## src/design/ubi_pkg.sv

```systemverilog
// constants, field layouts and carrier types of the bulk endpoint interrupt status block
//
// Notes on behaviour
// - the endpoint interrupt line asserts while any unmasked, valid bit of either bulk status register is set.
// - both status registers are read-only and are used only as whole bytes.
// - writing 0 to a bulk-in clear bit clears that status bit; 1 leaves it.
// - writing 0 to a bulk-out clear bit clears that status bit.
// - bulk-in bits are invalid unless endpoint 1 maps to the current interface.
// - bulk-out bits are invalid unless endpoint 2 maps to the current interface.
// - bulk-in status sits at index FF29, resets to 00, bits 7,6,3..0 read zero.
// - bulk-in bit 5 sets when an endpoint 1 IN token is answered with NAK, except a NAK given in EP1_BUSY.
// - bulk-in bit 4 sets when the endpoint 1 FIFO toggled and may be refilled.
// - the FIFO-toggled flag also sets after a zero-length packet toggles the FIFO.
// - the FIFO-toggled flag clears on the first CPU write to the transmit FIFO.
package ubi_pkg;

  // =====================================================================
  // register indices and byte addresses
  localparam int unsigned         ADDR_W          = 20;
  localparam logic [15:0]         BI_STAT_IDX     = 16'hFF29;
  localparam logic [15:0]         BO_STAT_IDX     = 16'hFF2A;
  localparam logic [15:0]         BI_CLR_IDX      = 16'hFF2B;
  localparam logic [15:0]         BO_CLR_IDX      = 16'hFF2C;
  localparam logic [15:0]         IRQ_MASK_IDX    = 16'hFF2D;
  localparam logic [15:0]         EP_MAP_IDX      = 16'hFF2E;
  localparam logic [15:0]         EP1_FIFO_IDX    = 16'hFF2F;
  localparam logic [15:0]         EP1_NAK_IDX     = 16'hFF30;
  localparam logic [ADDR_W-1:0]   BI_STAT_ADDR    = {2'h0, BI_STAT_IDX, 2'h0};
  localparam logic [ADDR_W-1:0]   BO_STAT_ADDR    = {2'h0, BO_STAT_IDX, 2'h0};
  localparam logic [ADDR_W-1:0]   BI_CLR_ADDR     = {2'h0, BI_CLR_IDX, 2'h0};
  localparam logic [ADDR_W-1:0]   BO_CLR_ADDR     = {2'h0, BO_CLR_IDX, 2'h0};
  localparam logic [ADDR_W-1:0]   IRQ_MASK_ADDR   = {2'h0, IRQ_MASK_IDX, 2'h0};
  localparam logic [ADDR_W-1:0]   EP_MAP_ADDR     = {2'h0, EP_MAP_IDX, 2'h0};
  localparam logic [ADDR_W-1:0]   EP1_FIFO_ADDR   = {2'h0, EP1_FIFO_IDX, 2'h0};
  localparam logic [ADDR_W-1:0]   EP1_NAK_ADDR    = {2'h0, EP1_NAK_IDX, 2'h0};

  // =====================================================================
  // field positions and reset values
  localparam int unsigned         BI_NAK_BIT      = 5;
  localparam int unsigned         BI_TOG_BIT      = 4;
  localparam logic [7:0]          BI_USED_MASK    = 8'h30;
  localparam logic [7:0]          BO_USED_MASK    = 8'h0F;
  localparam logic [7:0]          STAT_RST        = 8'h00;
  localparam logic [15:0]         IRQ_MASK_RST    = 16'h0F30;
  localparam logic [7:0]          CLR_READ_VAL    = 8'hFF;
  localparam logic [1:0]          RESP_OKAY       = 2'h0;
  localparam logic [1:0]          RESP_SLVERR     = 2'h2;

  // endpoint to interface mapping, six bits in one byte register
  typedef struct packed {
    logic [1:0] ep2_iface;
    logic       ep2_en;
    logic [1:0] ep1_iface;
    logic       ep1_en;
  } ubi_map_t;
  localparam int unsigned         MAP_W           = 6;
  localparam logic [MAP_W-1:0]    MAP_RST         = 6'h00;

  // endpoint 1 transmit sequencing
  typedef enum logic [1:0] {
    EP1_IDLE  = 2'b00,
    EP1_ARMED = 2'b01,
    EP1_READY = 2'b10,
    EP1_BUSY  = 2'b11
  } ubi_ep1_state_t;

endpackage : ubi_pkg

```

## src/design/ubi_bulk_irq_status.sv

```systemverilog
// bulk endpoint interrupt status registers with an axi4-lite register slave
//
// Implementation choice: the AXI4-Lite register port.
`timescale 1ns/1ps
module ubi_bulk_irq_status #(
  parameter int unsigned ADDR_W = ubi_pkg::ADDR_W
) (
  input  wire logic              core_clk_in,
  input  wire logic              resetn_in,
  // axi4-lite slave
  input  wire logic [ADDR_W-1:0] s_axi_awaddr_in,
  input  wire logic              s_axi_awvalid_in,
  output logic                   s_axi_awready_out,
  input  wire logic [31:0]       s_axi_wdata_in,
  input  wire logic [3:0]        s_axi_wstrb_in,
  input  wire logic              s_axi_wvalid_in,
  output logic                   s_axi_wready_out,
  output logic [1:0]             s_axi_bresp_out,
  output logic                   s_axi_bvalid_out,
  input  wire logic              s_axi_bready_in,
  input  wire logic [ADDR_W-1:0] s_axi_araddr_in,
  input  wire logic              s_axi_arvalid_in,
  output logic                   s_axi_arready_out,
  output logic [31:0]            s_axi_rdata_out,
  output logic [1:0]             s_axi_rresp_out,
  output logic                   s_axi_rvalid_out,
  input  wire logic              s_axi_rready_in,
  // link side
  input  wire logic [1:0]        cur_interface_in,
  input  wire logic              ep1_in_token_in,
  input  wire logic              ep1_tx_acked_in,
  input  wire logic [3:0]        bo_event_in,
  output logic                   ep1_nak_out,
  output logic                   ep1_tx_send_out,
  output logic                   ep1_fifo_wr_out,
  output logic [7:0]             ep1_fifo_wdata_out,
  output logic                   usb_endpoint_irq_out
);

  // =====================================================================
  // state
  logic [ADDR_W-1:0]        aw_addr;
  logic [7:0]               w_data;
  logic                     w_lane0;
  logic [7:0]               bulk_in_irq_status;
  logic [7:0]               bulk_out_irq_status;
  logic [15:0]              irq_mask;
  ubi_pkg::ubi_map_t        ep_map;
  ubi_pkg::ubi_ep1_state_t  ep1_state;
  ubi_pkg::ubi_ep1_state_t  next_ep1_state;

  function automatic logic hit(input logic [ADDR_W-1:0] a, input logic [ADDR_W-1:0] r);
    hit = (a == r);
  endfunction : hit

  // =====================================================================
  // write decode
  wire wr_fire    = !s_axi_awready_out && !s_axi_wready_out && !s_axi_bvalid_out;
  wire wr_bi_stat = hit(aw_addr, ubi_pkg::BI_STAT_ADDR);
  wire wr_bo_stat = hit(aw_addr, ubi_pkg::BO_STAT_ADDR);
  wire wr_bi_clr  = hit(aw_addr, ubi_pkg::BI_CLR_ADDR);
  wire wr_bo_clr  = hit(aw_addr, ubi_pkg::BO_CLR_ADDR);
  wire wr_mask    = hit(aw_addr, ubi_pkg::IRQ_MASK_ADDR);
  wire wr_map     = hit(aw_addr, ubi_pkg::EP_MAP_ADDR);
  wire wr_fifo    = hit(aw_addr, ubi_pkg::EP1_FIFO_ADDR);
  wire wr_nak     = hit(aw_addr, ubi_pkg::EP1_NAK_ADDR);
  wire wr_known   = wr_bi_clr | wr_bo_clr | wr_mask | wr_map | wr_fifo | wr_nak;
  // byte registers act only when their byte lane is written as a whole
  wire wr_ok      = wr_fire && wr_known && w_lane0;
  wire [1:0] wr_resp = (wr_known && !wr_bi_stat && !wr_bo_stat) ?
                       ubi_pkg::RESP_OKAY : ubi_pkg::RESP_SLVERR;
  wire fifo_write = wr_ok && wr_fifo;
  wire arm_write  = wr_ok && wr_nak && w_data[0];

  // =====================================================================
  // read decode
  wire rd_fire    = s_axi_arvalid_in && s_axi_arready_out;
  wire rd_bi_stat = hit(s_axi_araddr_in, ubi_pkg::BI_STAT_ADDR);
  wire rd_bo_stat = hit(s_axi_araddr_in, ubi_pkg::BO_STAT_ADDR);
  wire rd_clr     = hit(s_axi_araddr_in, ubi_pkg::BI_CLR_ADDR) |
                    hit(s_axi_araddr_in, ubi_pkg::BO_CLR_ADDR);
  wire rd_mask    = hit(s_axi_araddr_in, ubi_pkg::IRQ_MASK_ADDR);
  wire rd_map     = hit(s_axi_araddr_in, ubi_pkg::EP_MAP_ADDR);
  wire rd_nak     = hit(s_axi_araddr_in, ubi_pkg::EP1_NAK_ADDR);
  wire rd_known   = rd_bi_stat | rd_bo_stat | rd_clr | rd_mask | rd_map | rd_nak;

  // =====================================================================
  // endpoint validity against the current interface
  wire ep1_valid = ep_map.ep1_en && (ep_map.ep1_iface == cur_interface_in);
  wire ep2_valid = ep_map.ep2_en && (ep_map.ep2_iface == cur_interface_in);
  // invalid endpoints read as zero and cannot raise the line
  wire [7:0] bi_vis = bulk_in_irq_status & {8{ep1_valid}};
  wire [7:0] bo_vis = bulk_out_irq_status & {8{ep2_valid}};

  wire [31:0] rd_data =
    rd_bi_stat ? {24'h0, bi_vis} :
    rd_bo_stat ? {24'h0, bo_vis} :
    rd_clr     ? {24'h0, ubi_pkg::CLR_READ_VAL} :
    // the bus is byte wide; writes load both mask bytes, but the upper one resets to 0F, not 30
    rd_mask    ? {24'h0, irq_mask[7:0]} :
    rd_map     ? {26'h0, ep_map} :
    rd_nak     ? {31'h0, (ep1_state != ubi_pkg::EP1_IDLE)} : 32'h0;

  // =====================================================================
  // endpoint 1 transmit sequence
  wire token_nak  = ep1_in_token_in && (ep1_state != ubi_pkg::EP1_READY) &&
                    (ep1_state != ubi_pkg::EP1_BUSY);
  wire token_send = ep1_in_token_in && (ep1_state == ubi_pkg::EP1_READY);
  // zero-length packets toggle the fifo just like full ones
  wire fifo_toggle = ep1_tx_acked_in && (ep1_state == ubi_pkg::EP1_BUSY);

  always_comb begin
    next_ep1_state = ep1_state;
    case (ep1_state)
      ubi_pkg::EP1_IDLE:  if (arm_write) next_ep1_state = ubi_pkg::EP1_ARMED;
      // the arming token is still answered with nak; data leaves on the next one
      ubi_pkg::EP1_ARMED: if (ep1_in_token_in) next_ep1_state = ubi_pkg::EP1_READY;
      ubi_pkg::EP1_READY: if (token_send) next_ep1_state = ubi_pkg::EP1_BUSY;
      ubi_pkg::EP1_BUSY:  if (ep1_tx_acked_in) next_ep1_state = ubi_pkg::EP1_IDLE;
      default:            next_ep1_state = ubi_pkg::EP1_IDLE;
    endcase
  end

  // =====================================================================
  // status bits: set wins over every clear
  wire       rd_clr_bi = rd_fire && rd_bi_stat;
  wire       rd_clr_bo = rd_fire && rd_bo_stat;
  wire [7:0] bi_clr_n  = (wr_ok && wr_bi_clr) ? w_data : 8'hFF;
  wire [7:0] bo_clr_n  = (wr_ok && wr_bo_clr) ? w_data : 8'hFF;
  wire [7:0] bi_set;
  assign bi_set[7:6] = 2'h0;
  assign bi_set[5]   = token_nak && ep1_valid;
  assign bi_set[4]   = fifo_toggle && ep1_valid;
  assign bi_set[3:0] = 4'h0;
  wire [7:0] bi_keep = bulk_in_irq_status & bi_clr_n & {8{!rd_clr_bi}} &
                       {3'h7, !fifo_write, 4'hF};
  wire [7:0] next_bulk_in_irq_status =
    (bi_set | bi_keep) & ubi_pkg::BI_USED_MASK;
  wire [7:0] bo_keep = bulk_out_irq_status & bo_clr_n & {8{!rd_clr_bo}};
  wire [7:0] next_bulk_out_irq_status =
    ({4'h0, bo_event_in & {4{ep2_valid}}} | bo_keep) & ubi_pkg::BO_USED_MASK;

  // any unmasked status bit of a valid endpoint left standing holds the line
  wire next_irq = |({bo_vis, bi_vis} & irq_mask);

  // =====================================================================
  // registers
  always_ff @(posedge core_clk_in) begin
    if (!resetn_in) begin
      bulk_in_irq_status  <= ubi_pkg::STAT_RST;
      bulk_out_irq_status <= ubi_pkg::STAT_RST;
      irq_mask            <= ubi_pkg::IRQ_MASK_RST;
      ep_map              <= ubi_pkg::MAP_RST;
      ep1_state           <= ubi_pkg::EP1_IDLE;
      usb_endpoint_irq_out <= 1'b0;
    end else begin
      bulk_in_irq_status  <= next_bulk_in_irq_status;
      bulk_out_irq_status <= next_bulk_out_irq_status;
      ep1_state           <= next_ep1_state;
      usb_endpoint_irq_out <= next_irq;
      if (wr_ok && wr_mask) irq_mask <= {w_data, irq_mask[7:0]};
      if (wr_ok && wr_mask) irq_mask[7:0] <= w_data;
      if (wr_ok && wr_map) ep_map <= w_data[ubi_pkg::MAP_W-1:0];
    end
  end

  // link pulses
  always_ff @(posedge core_clk_in) begin
    if (!resetn_in) begin
      ep1_nak_out        <= 1'b0;
      ep1_tx_send_out    <= 1'b0;
      ep1_fifo_wr_out    <= 1'b0;
      ep1_fifo_wdata_out <= 8'h00;
    end else begin
      ep1_nak_out     <= token_nak || (ep1_in_token_in && ep1_state == ubi_pkg::EP1_BUSY);
      ep1_tx_send_out <= token_send;
      ep1_fifo_wr_out <= fifo_write;
      if (fifo_write) ep1_fifo_wdata_out <= w_data;
    end
  end

  // =====================================================================
  // axi write channels: address and data taken in either order
  always_ff @(posedge core_clk_in) begin
    if (!resetn_in) begin
      s_axi_awready_out <= 1'b1;
      s_axi_wready_out  <= 1'b1;
      s_axi_bvalid_out  <= 1'b0;
      s_axi_bresp_out   <= ubi_pkg::RESP_OKAY;
      aw_addr           <= '0;
      w_data            <= 8'h00;
      w_lane0           <= 1'b0;
    end else begin
      if (s_axi_awvalid_in && s_axi_awready_out) begin
        s_axi_awready_out <= 1'b0;
        aw_addr           <= s_axi_awaddr_in;
      end else if (wr_fire) begin
        s_axi_awready_out <= 1'b1;
      end
      if (s_axi_wvalid_in && s_axi_wready_out) begin
        s_axi_wready_out <= 1'b0;
        w_data           <= s_axi_wdata_in[7:0];
        w_lane0          <= s_axi_wstrb_in[0];
      end else if (wr_fire) begin
        s_axi_wready_out <= 1'b1;
      end
      if (wr_fire) begin
        s_axi_bvalid_out <= 1'b1;
        s_axi_bresp_out  <= wr_resp;
      end else if (s_axi_bready_in) begin
        s_axi_bvalid_out <= 1'b0;
      end
    end
  end

  // axi read channel, one read in flight
  always_ff @(posedge core_clk_in) begin
    if (!resetn_in) begin
      s_axi_arready_out <= 1'b1;
      s_axi_rvalid_out  <= 1'b0;
      s_axi_rdata_out   <= 32'h0;
      s_axi_rresp_out   <= ubi_pkg::RESP_OKAY;
    end else if (rd_fire) begin
      s_axi_arready_out <= 1'b0;
      s_axi_rvalid_out  <= 1'b1;
      s_axi_rdata_out   <= rd_data;
      s_axi_rresp_out   <= rd_known ? ubi_pkg::RESP_OKAY : ubi_pkg::RESP_SLVERR;
    end else if (s_axi_rvalid_out && s_axi_rready_in) begin
      s_axi_arready_out <= 1'b1;
      s_axi_rvalid_out  <= 1'b0;
    end
  end

endmodule : ubi_bulk_irq_status

```

## config.mk

```make
export PLATFORM = sky130hd
export DESIGN_NAME = ubi_bulk_irq_status
export DESIGN_NICKNAME = d
export VERILOG_FILES = /design/src/design/ubi_pkg.sv /design/src/design/ubi_bulk_irq_status.sv
export SDC_FILE = /design/constraint.sdc
export NUM_CORES = 1
export LEC_CHECK = 0
export BUFFER_PORTS_ARGS = -buffer_cell sky130_fd_sc_hd__buf_4
export CORE_ASPECT_RATIO = 1.4
export CORE_MARGIN = 2
export CORE_UTILIZATION = 45
export CTS_CLUSTER_DIAMETER = 80
export CTS_CLUSTER_SIZE = 24
export DETAILED_ROUTE_END_ITERATION = 16
export PLACE_DENSITY = 0.73
export SYNTH_ARGS = -nofsm -noshare
export SYNTH_HDL_FRONTEND = slang
export SYNTH_SLANG_ARGS = --single-unit
```

## constraint.sdc

```tcl
create_clock -name core_clk_in -period 2.5 [get_ports core_clk_in]
set_input_delay 0.5 -clock core_clk_in [delete_from_list [all_inputs] [get_ports core_clk_in]]
set_output_delay 0.5 -clock core_clk_in [all_outputs]
set_load 0.02 [all_outputs]
```

After elaboration in Yosys (flattened, before gate mapping)
Cells that the tools add are included.
- equal/unequal tests: 26
- multiplexer cells: 25
- bitwise logic cells: 22
- reductions and logical operators: 45
- operators by type and width (kind ; count):
    20-bit by 18-bit equality test with 1-bit output, second input constant ; 15
    8-bit two-way mux ; 5
    1-bit logical AND ; 28
    6-bit AND ; 3
    16-bit AND ; 1
    16-bit OR reduction ; 1
    4-bit AND ; 3
    2-bit two-way mux ; 6
    6-bit two-way mux ; 2
    2-bit != test, second input constant ; 6
    1-bit OR ; 11
    1-bit two-way mux ; 10
    2-bit nonzero test ; 5
    4-bit by 8-bit AND with 8-bit output ; 1
    6-bit by 8-bit AND with 8-bit output ; 1
    1-bit logical NOT ; 8
    2-bit one-hot mux with 4 select lines ; 1
    6-bit OR ; 1
    2-bit equality test ; 2
    2-bit equality test, second input constant ; 2
    4-bit two-way mux ; 1
    4-bit OR ; 1
    4-bit AND reduction ; 1
    2-bit by 1-bit equality test with 1-bit output, second input constant ; 1
    2 further kinds ; 2
- flip-flop bits (word level): 112

Depth between registers and ports, before layout
- depth in word-level cells: 14
- gate-level depth with buffers: 7
- depth with buffers taken out: 6

Worst setup path after synthesis
No wires, ideal clock.
- path type: input-to-reg
- start: input port s_axi_araddr_in[15]
- end: register bulk_out_irq_status[1]
- library setup time: 124 ps
- data arrival time: 1844 ps
- setup slack: 532 ps
- cell stages on the path: 7
- path buffers: 2
- cell sequence: nand4_1 > or2_1 > buf_2 > or4_1 > clkbuf_1 > o21ai_2 > o21ai_0
- longest elaborated chain between the ends: 5
- RTL lines (item ; line ; text):
    from (decl) ; ubi_bulk_irq_status.sv:21 ; input wire logic [ADDR_W-1:0] s_axi_araddr_in,
    20-bit by 18-bit equality test with 1-bit output ; ubi_bulk_irq_status.sv:53 ; hit = (a == r);
    1-bit logical AND ; ubi_bulk_irq_status.sv:127 ; wire rd_clr_bo = rd_fire && rd_bo_stat;
    1-bit logical NOT ; ubi_bulk_irq_status.sv:139 ; wire [7:0] bo_keep = bulk_out_irq_status & bo_clr_n & {8{!rd_clr_bo}};
    4-bit AND ; ubi_bulk_irq_status.sv:139 ;
    4-bit OR ; ubi_bulk_irq_status.sv:141 ; ({4'h0, bo_event_in & {4{ep2_valid}}} | bo_keep) & ubi_pkg::BO_USED_MASK;
    to (signal assigned) ; ubi_bulk_irq_status.sv:151 ; bulk_out_irq_status <= ubi_pkg::STAT_RST;
    to (signal assigned) ; ubi_bulk_irq_status.sv:158 ; bulk_out_irq_status <= next_bulk_out_irq_status;
    to (decl) ; ubi_bulk_irq_status.sv:46 ; logic [7:0] bulk_out_irq_status;
No other way between the ends.
A chain may end at the register's enable or synchronous reset.

Worst setup path after layout
- start: register aw_addr[1]
- end: register bulk_out_irq_status[3]
- longest elaborated chain between the ends: 13
- elaborated cells between the ends (all ways): 18
- RTL lines (item ; line ; text):
    from (decl) ; ubi_bulk_irq_status.sv:42 ; logic [ADDR_W-1:0] aw_addr;
    from (signal assigned) ; ubi_bulk_irq_status.sv:196 ; aw_addr <= s_axi_awaddr_in;
    20-bit by 18-bit equality test with 1-bit output ; ubi_bulk_irq_status.sv:53 ;
    1-bit OR (5 in series) ; ubi_bulk_irq_status.sv:67 ; wire wr_known = wr_bi_clr | wr_bo_clr | wr_mask | wr_map | wr_fifo | wr_nak;
    1-bit logical AND (2 in series) ; ubi_bulk_irq_status.sv:69 ; wire wr_ok = wr_fire && wr_known && w_lane0;
    1-bit logical AND (*) ; ubi_bulk_irq_status.sv:129 ; wire [7:0] bo_clr_n = (wr_ok && wr_bo_clr) ? w_data : 8'hFF;
    4-bit two-way mux (*) ; ubi_bulk_irq_status.sv:129 ;
    4-bit AND (*) (2 in series) ; ubi_bulk_irq_status.sv:139 ;
    4-bit OR (*) ; ubi_bulk_irq_status.sv:141 ;
Mark *: on every way between the ends. The rest lies on a longest branch, timed or not.

==> run_results.csv <==
group,metric,value,unit
clock_network,clk_latency,0.33,ns
clock_network,cts_buffer_depth,2,
status,outcome,"finished, final reports clean",
routing,first_pass_iters,4,
global_route,grt_pass1_vias,3166,
timing,finalSetupViolCount,0,
critical_path,critPathTopFamily,"simple AND/OR/NAND/NOR gates",
final_layout,insertedDiodeCount,0,
routing,drt_iter0_drc,163,
timing,fin_setup_tns,0,ns
logic_synthesis,seq_area_frac_synth,0.429,
final_layout,final_common_cell,"buf_4",
clock_network,post_cts_resized,0,
placed_design,port-buffer-count,90,
final_layout,layout.nets,638,
hold_path,hp-start,"bo_event_in[3]",
floorplan,die_area,0.00927,mm²
routing,routed_via_density,5.37,
global_route,grt_pass1_wl,14600,µm
flow_run,drv_cap,0,
clock_network,cts_tree,"done",
floorplan,coreArea,0.00820,mm²
placed_design,placed_cells,634,
critical_path,crit_top_cell,"o21ai_0",
routing,vias,3488,
routing,ant_nets,0,
critical_path,crit_required,2.72,ns
power,p_leak,1.94,nW
critical_path,cp_max_fo,4,
timing,tightest_slew,0.632,ns
timing,period_share,0.820,
global_route,grt_max_degree,36,
logic_synthesis,yosys.area_share.simple,0.282,
final_layout,final_util,0.580,
logic_synthesis,synth.avg_cell_area,8.27,µm²
final_layout,drive_gt1_frac,0.219,
hold_path,hold_path.class,"primary input to flop",
clock_network,h-tree-depth,3,
floorplan,fp.dieW,81.9,µm
logic_synthesis,yosysWarnings,0,
global_route,grt_use_total,0.202,
logic_synthesis,synth_xor_area_frac,0.0114,
routing,drc,0,
timing,maxSlewHeadroom,0.579,
logic_synthesis,synth_top_area_share,0.429,
timing,hold_viol_final,0,
logic_synthesis,synth_top_cell_by_area,"dfxtp_1",
timing,finalMaxSlewViolations,0,
global_route,grt_overflow,0,
logic_synthesis,synth_top_family_by_area,"simple AND/OR/NAND/NOR gates",
clock_network,cts.sinks,82,
clock_network,cts_buffers,9,
logic_synthesis,yosys-top-cells-area,"dfxtp_1 43%, nand2_1 8.4%, a21oi_1 6.9%",
timing,rsz0062_at_grt,"no",
power,peakVddDrop,0.403,mV
routing,drt_wl_total,9260,µm
logic_synthesis,async_reset_ff_frac,0,
timing,fin_crit,2.05,ns
placed_design,gp_congestion,0.875,
logic_synthesis,synth_compound_area_frac,0.144,
timing,fin_worst_skew,0.00411,ns
clock_network,clk_pin_slew,0.06,ns
clock_network,cts-root-buf,"clkbuf_16",
critical_path,crit_start,"aw_addr[1]",
critical_path,start_kind,"flop",
logic_synthesis,yosys.cell_types.count,56,
placed_design,hpwl,6820,µm
logic_synthesis,synth_area,0.00383,mm²
logic_synthesis,synth_flop_cell,"dfxtp_1",
final_layout,layout_common_cells,"95 x buf_4, 86 x nand2_1, 82 x dfxtp_1, 53 x a21oi_1, 28 x nand3_1",
clock_network,holdBufCountCts,0,
critical_path,path_buf_inv,0,
logic_synthesis,synth_edf_count,0,
floorplan,initial_core_util,0.467,
final_layout,instances_no_fill,649,
routing,post_drt_wl_per_cell,14.3,µm
power,power_density,635,mW/mm²
timing,whs,0.387,ns
critical_path,cpMaxStageDelayCell,"or4b_2",
critical_path,r2r-start,"aw_addr[1]",
critical_path,cpPeakStageDelay,0.78,ns
critical_path,r2r_setup_slack,0.45,ns
logic_synthesis,syn-instance-count,463,
floorplan,ios,144,
critical_path,critical_path_class,"flop to flop",
logic_synthesis,ys_ff_latch,82,
critical_path,end_kind,"flop",
floorplan,rows,39,
final_layout,syn_to_final_growth,24.3,%
logic_synthesis,synth_adder_area_share,0.0131,
critical_path,crit_chain,"nor4b_1 -> nand4_1 -> or4b_2 -> o21ai_0 -> o21ai_0",
critical_path,arrival,2.27,ns
global_route,antenna_found_initial,0,
clock_network,post_cts_buffers,0,
floorplan,die_h,113,µm
timing,max_freq,0.488,GHz
logic_synthesis,muxShareOfSynthArea,0.0392,
## registers in the layout (all words and copies together) (netlist names)
register              flops
aw_addr                  20
bulk_in_irq_status        2
bulk_out_irq_status       4
ep1_fifo_wdata_out        8
ep1_fifo_wr_out           1
ep1_nak_out               1
ep1_state                 2
ep1_tx_send_out           1
ep_map                    6
irq_mask                 12
s_axi_arready_out         1
s_axi_awready_out         1
s_axi_bresp_out           1
s_axi_bvalid_out          1
s_axi_rdata_out           8
s_axi_rresp_out           1
s_axi_rvalid_out          1
s_axi_wready_out          1
usb_endpoint_irq_out      1
w_data                    8
w_lane0                   1
## where the power goes
group          internal (mW)  total [mW]  switching [mW]
Sequential              1.35        1.40          0.0443
Combinational          0.150       0.347           0.197
Clock                  0.792        1.28           0.486
## logic make-up after synthesis
kind of cell,Yosys count
xor gates and xnor gates,5
AOI/OAI and AO/OA,95
other,1
and+or+nand+nor,206
DFF,82
adders and majority gates,4
muxes,15
buffers and inverters,55
## worst register-to-register path, stage by stage (launching register included)
cell and delay (ns):
dfxtp_1 0.32, nor4b_1 0.32, nand4_1 0.27, or4b_2 0.78
o21ai_0 0.17, o21ai_0 0.08
## synthesized netlist by cell type, types with 2 or more instances
master / instances
mux2i_1: 15
nand3_1: 28
o22ai_1: 2
dfxtp_1: 82
and3_1: 4
inv_1: 4
o21ai_0: 16
clkbuf_1: 20
or3_1: 4
and4_1: 2
o21ai_1: 2
nor2_1: 24
a22oi_1: 3
nor3_1: 6
o31ai_1: 6
buf_2: 2
nor3b_1: 2
buf_4: 26
and3b_1: 2
nor4_1: 4
nand2_1: 86
or4_1: 2
xnor2_1: 4
and2_1: 4
nor4_4: 2
a221oi_1: 5
a21oi_1: 53
nor2b_1: 7
buf_1: 3
nand4_1: 6
ha_1: 4
nand2b_1: 9
## per-layer routing
metal / vias to the layer above / routed length [µm] / GRT usage
li1: 1724 / - / -
met1: 1638 / 3790 / 0.247
met2: 113 / 4690 / 0.345
met3: 13 / 612 / 0.0463
met4: 0 / 170 / 0.0656
met5: - / 0 / 0
## stage by stage
stage | area [µm²] | total power [mW] | setup slack (ns)
2_1_floorplan | 3920 | 1.65 | 0.532
3_3_place_gp | 4470 | 1.76 | 0.264
3_5_place_dp | 4470 | 1.77 | 0.255
4_1_cts | 4760 | 3.03 | 0.452
5_1_grt | 4760 | 3.14 | 0.329
6_report | 4760 | 3.02 | 0.451
## layout make-up
class | instances | area, µm²
Clock buffer | 12 | 246
Timing Repair Buffer | 95 | 713
Multi-Input combinational cell | 351 | 1970
Tap cell | 102 | 128
Clock inverter | 3 | 40.0
Sequential cell | 82 | 1640
Fill cell | 741 | 3440
Inverter | 4 | 15.0
## final timing paths
| kind | endpoint | cells after the start |
|---|---|---|
| setup / recovery | bulk_out_irq_status[3] | 5 |
| hold / removal | bulk_out_irq_status[3] | 3 |
| setup reg to reg | bulk_out_irq_status[3] | 5 |
| hold reg to reg | aw_addr[18] | 2 |
Note: power is estimated with default switching activity, not from simulation.
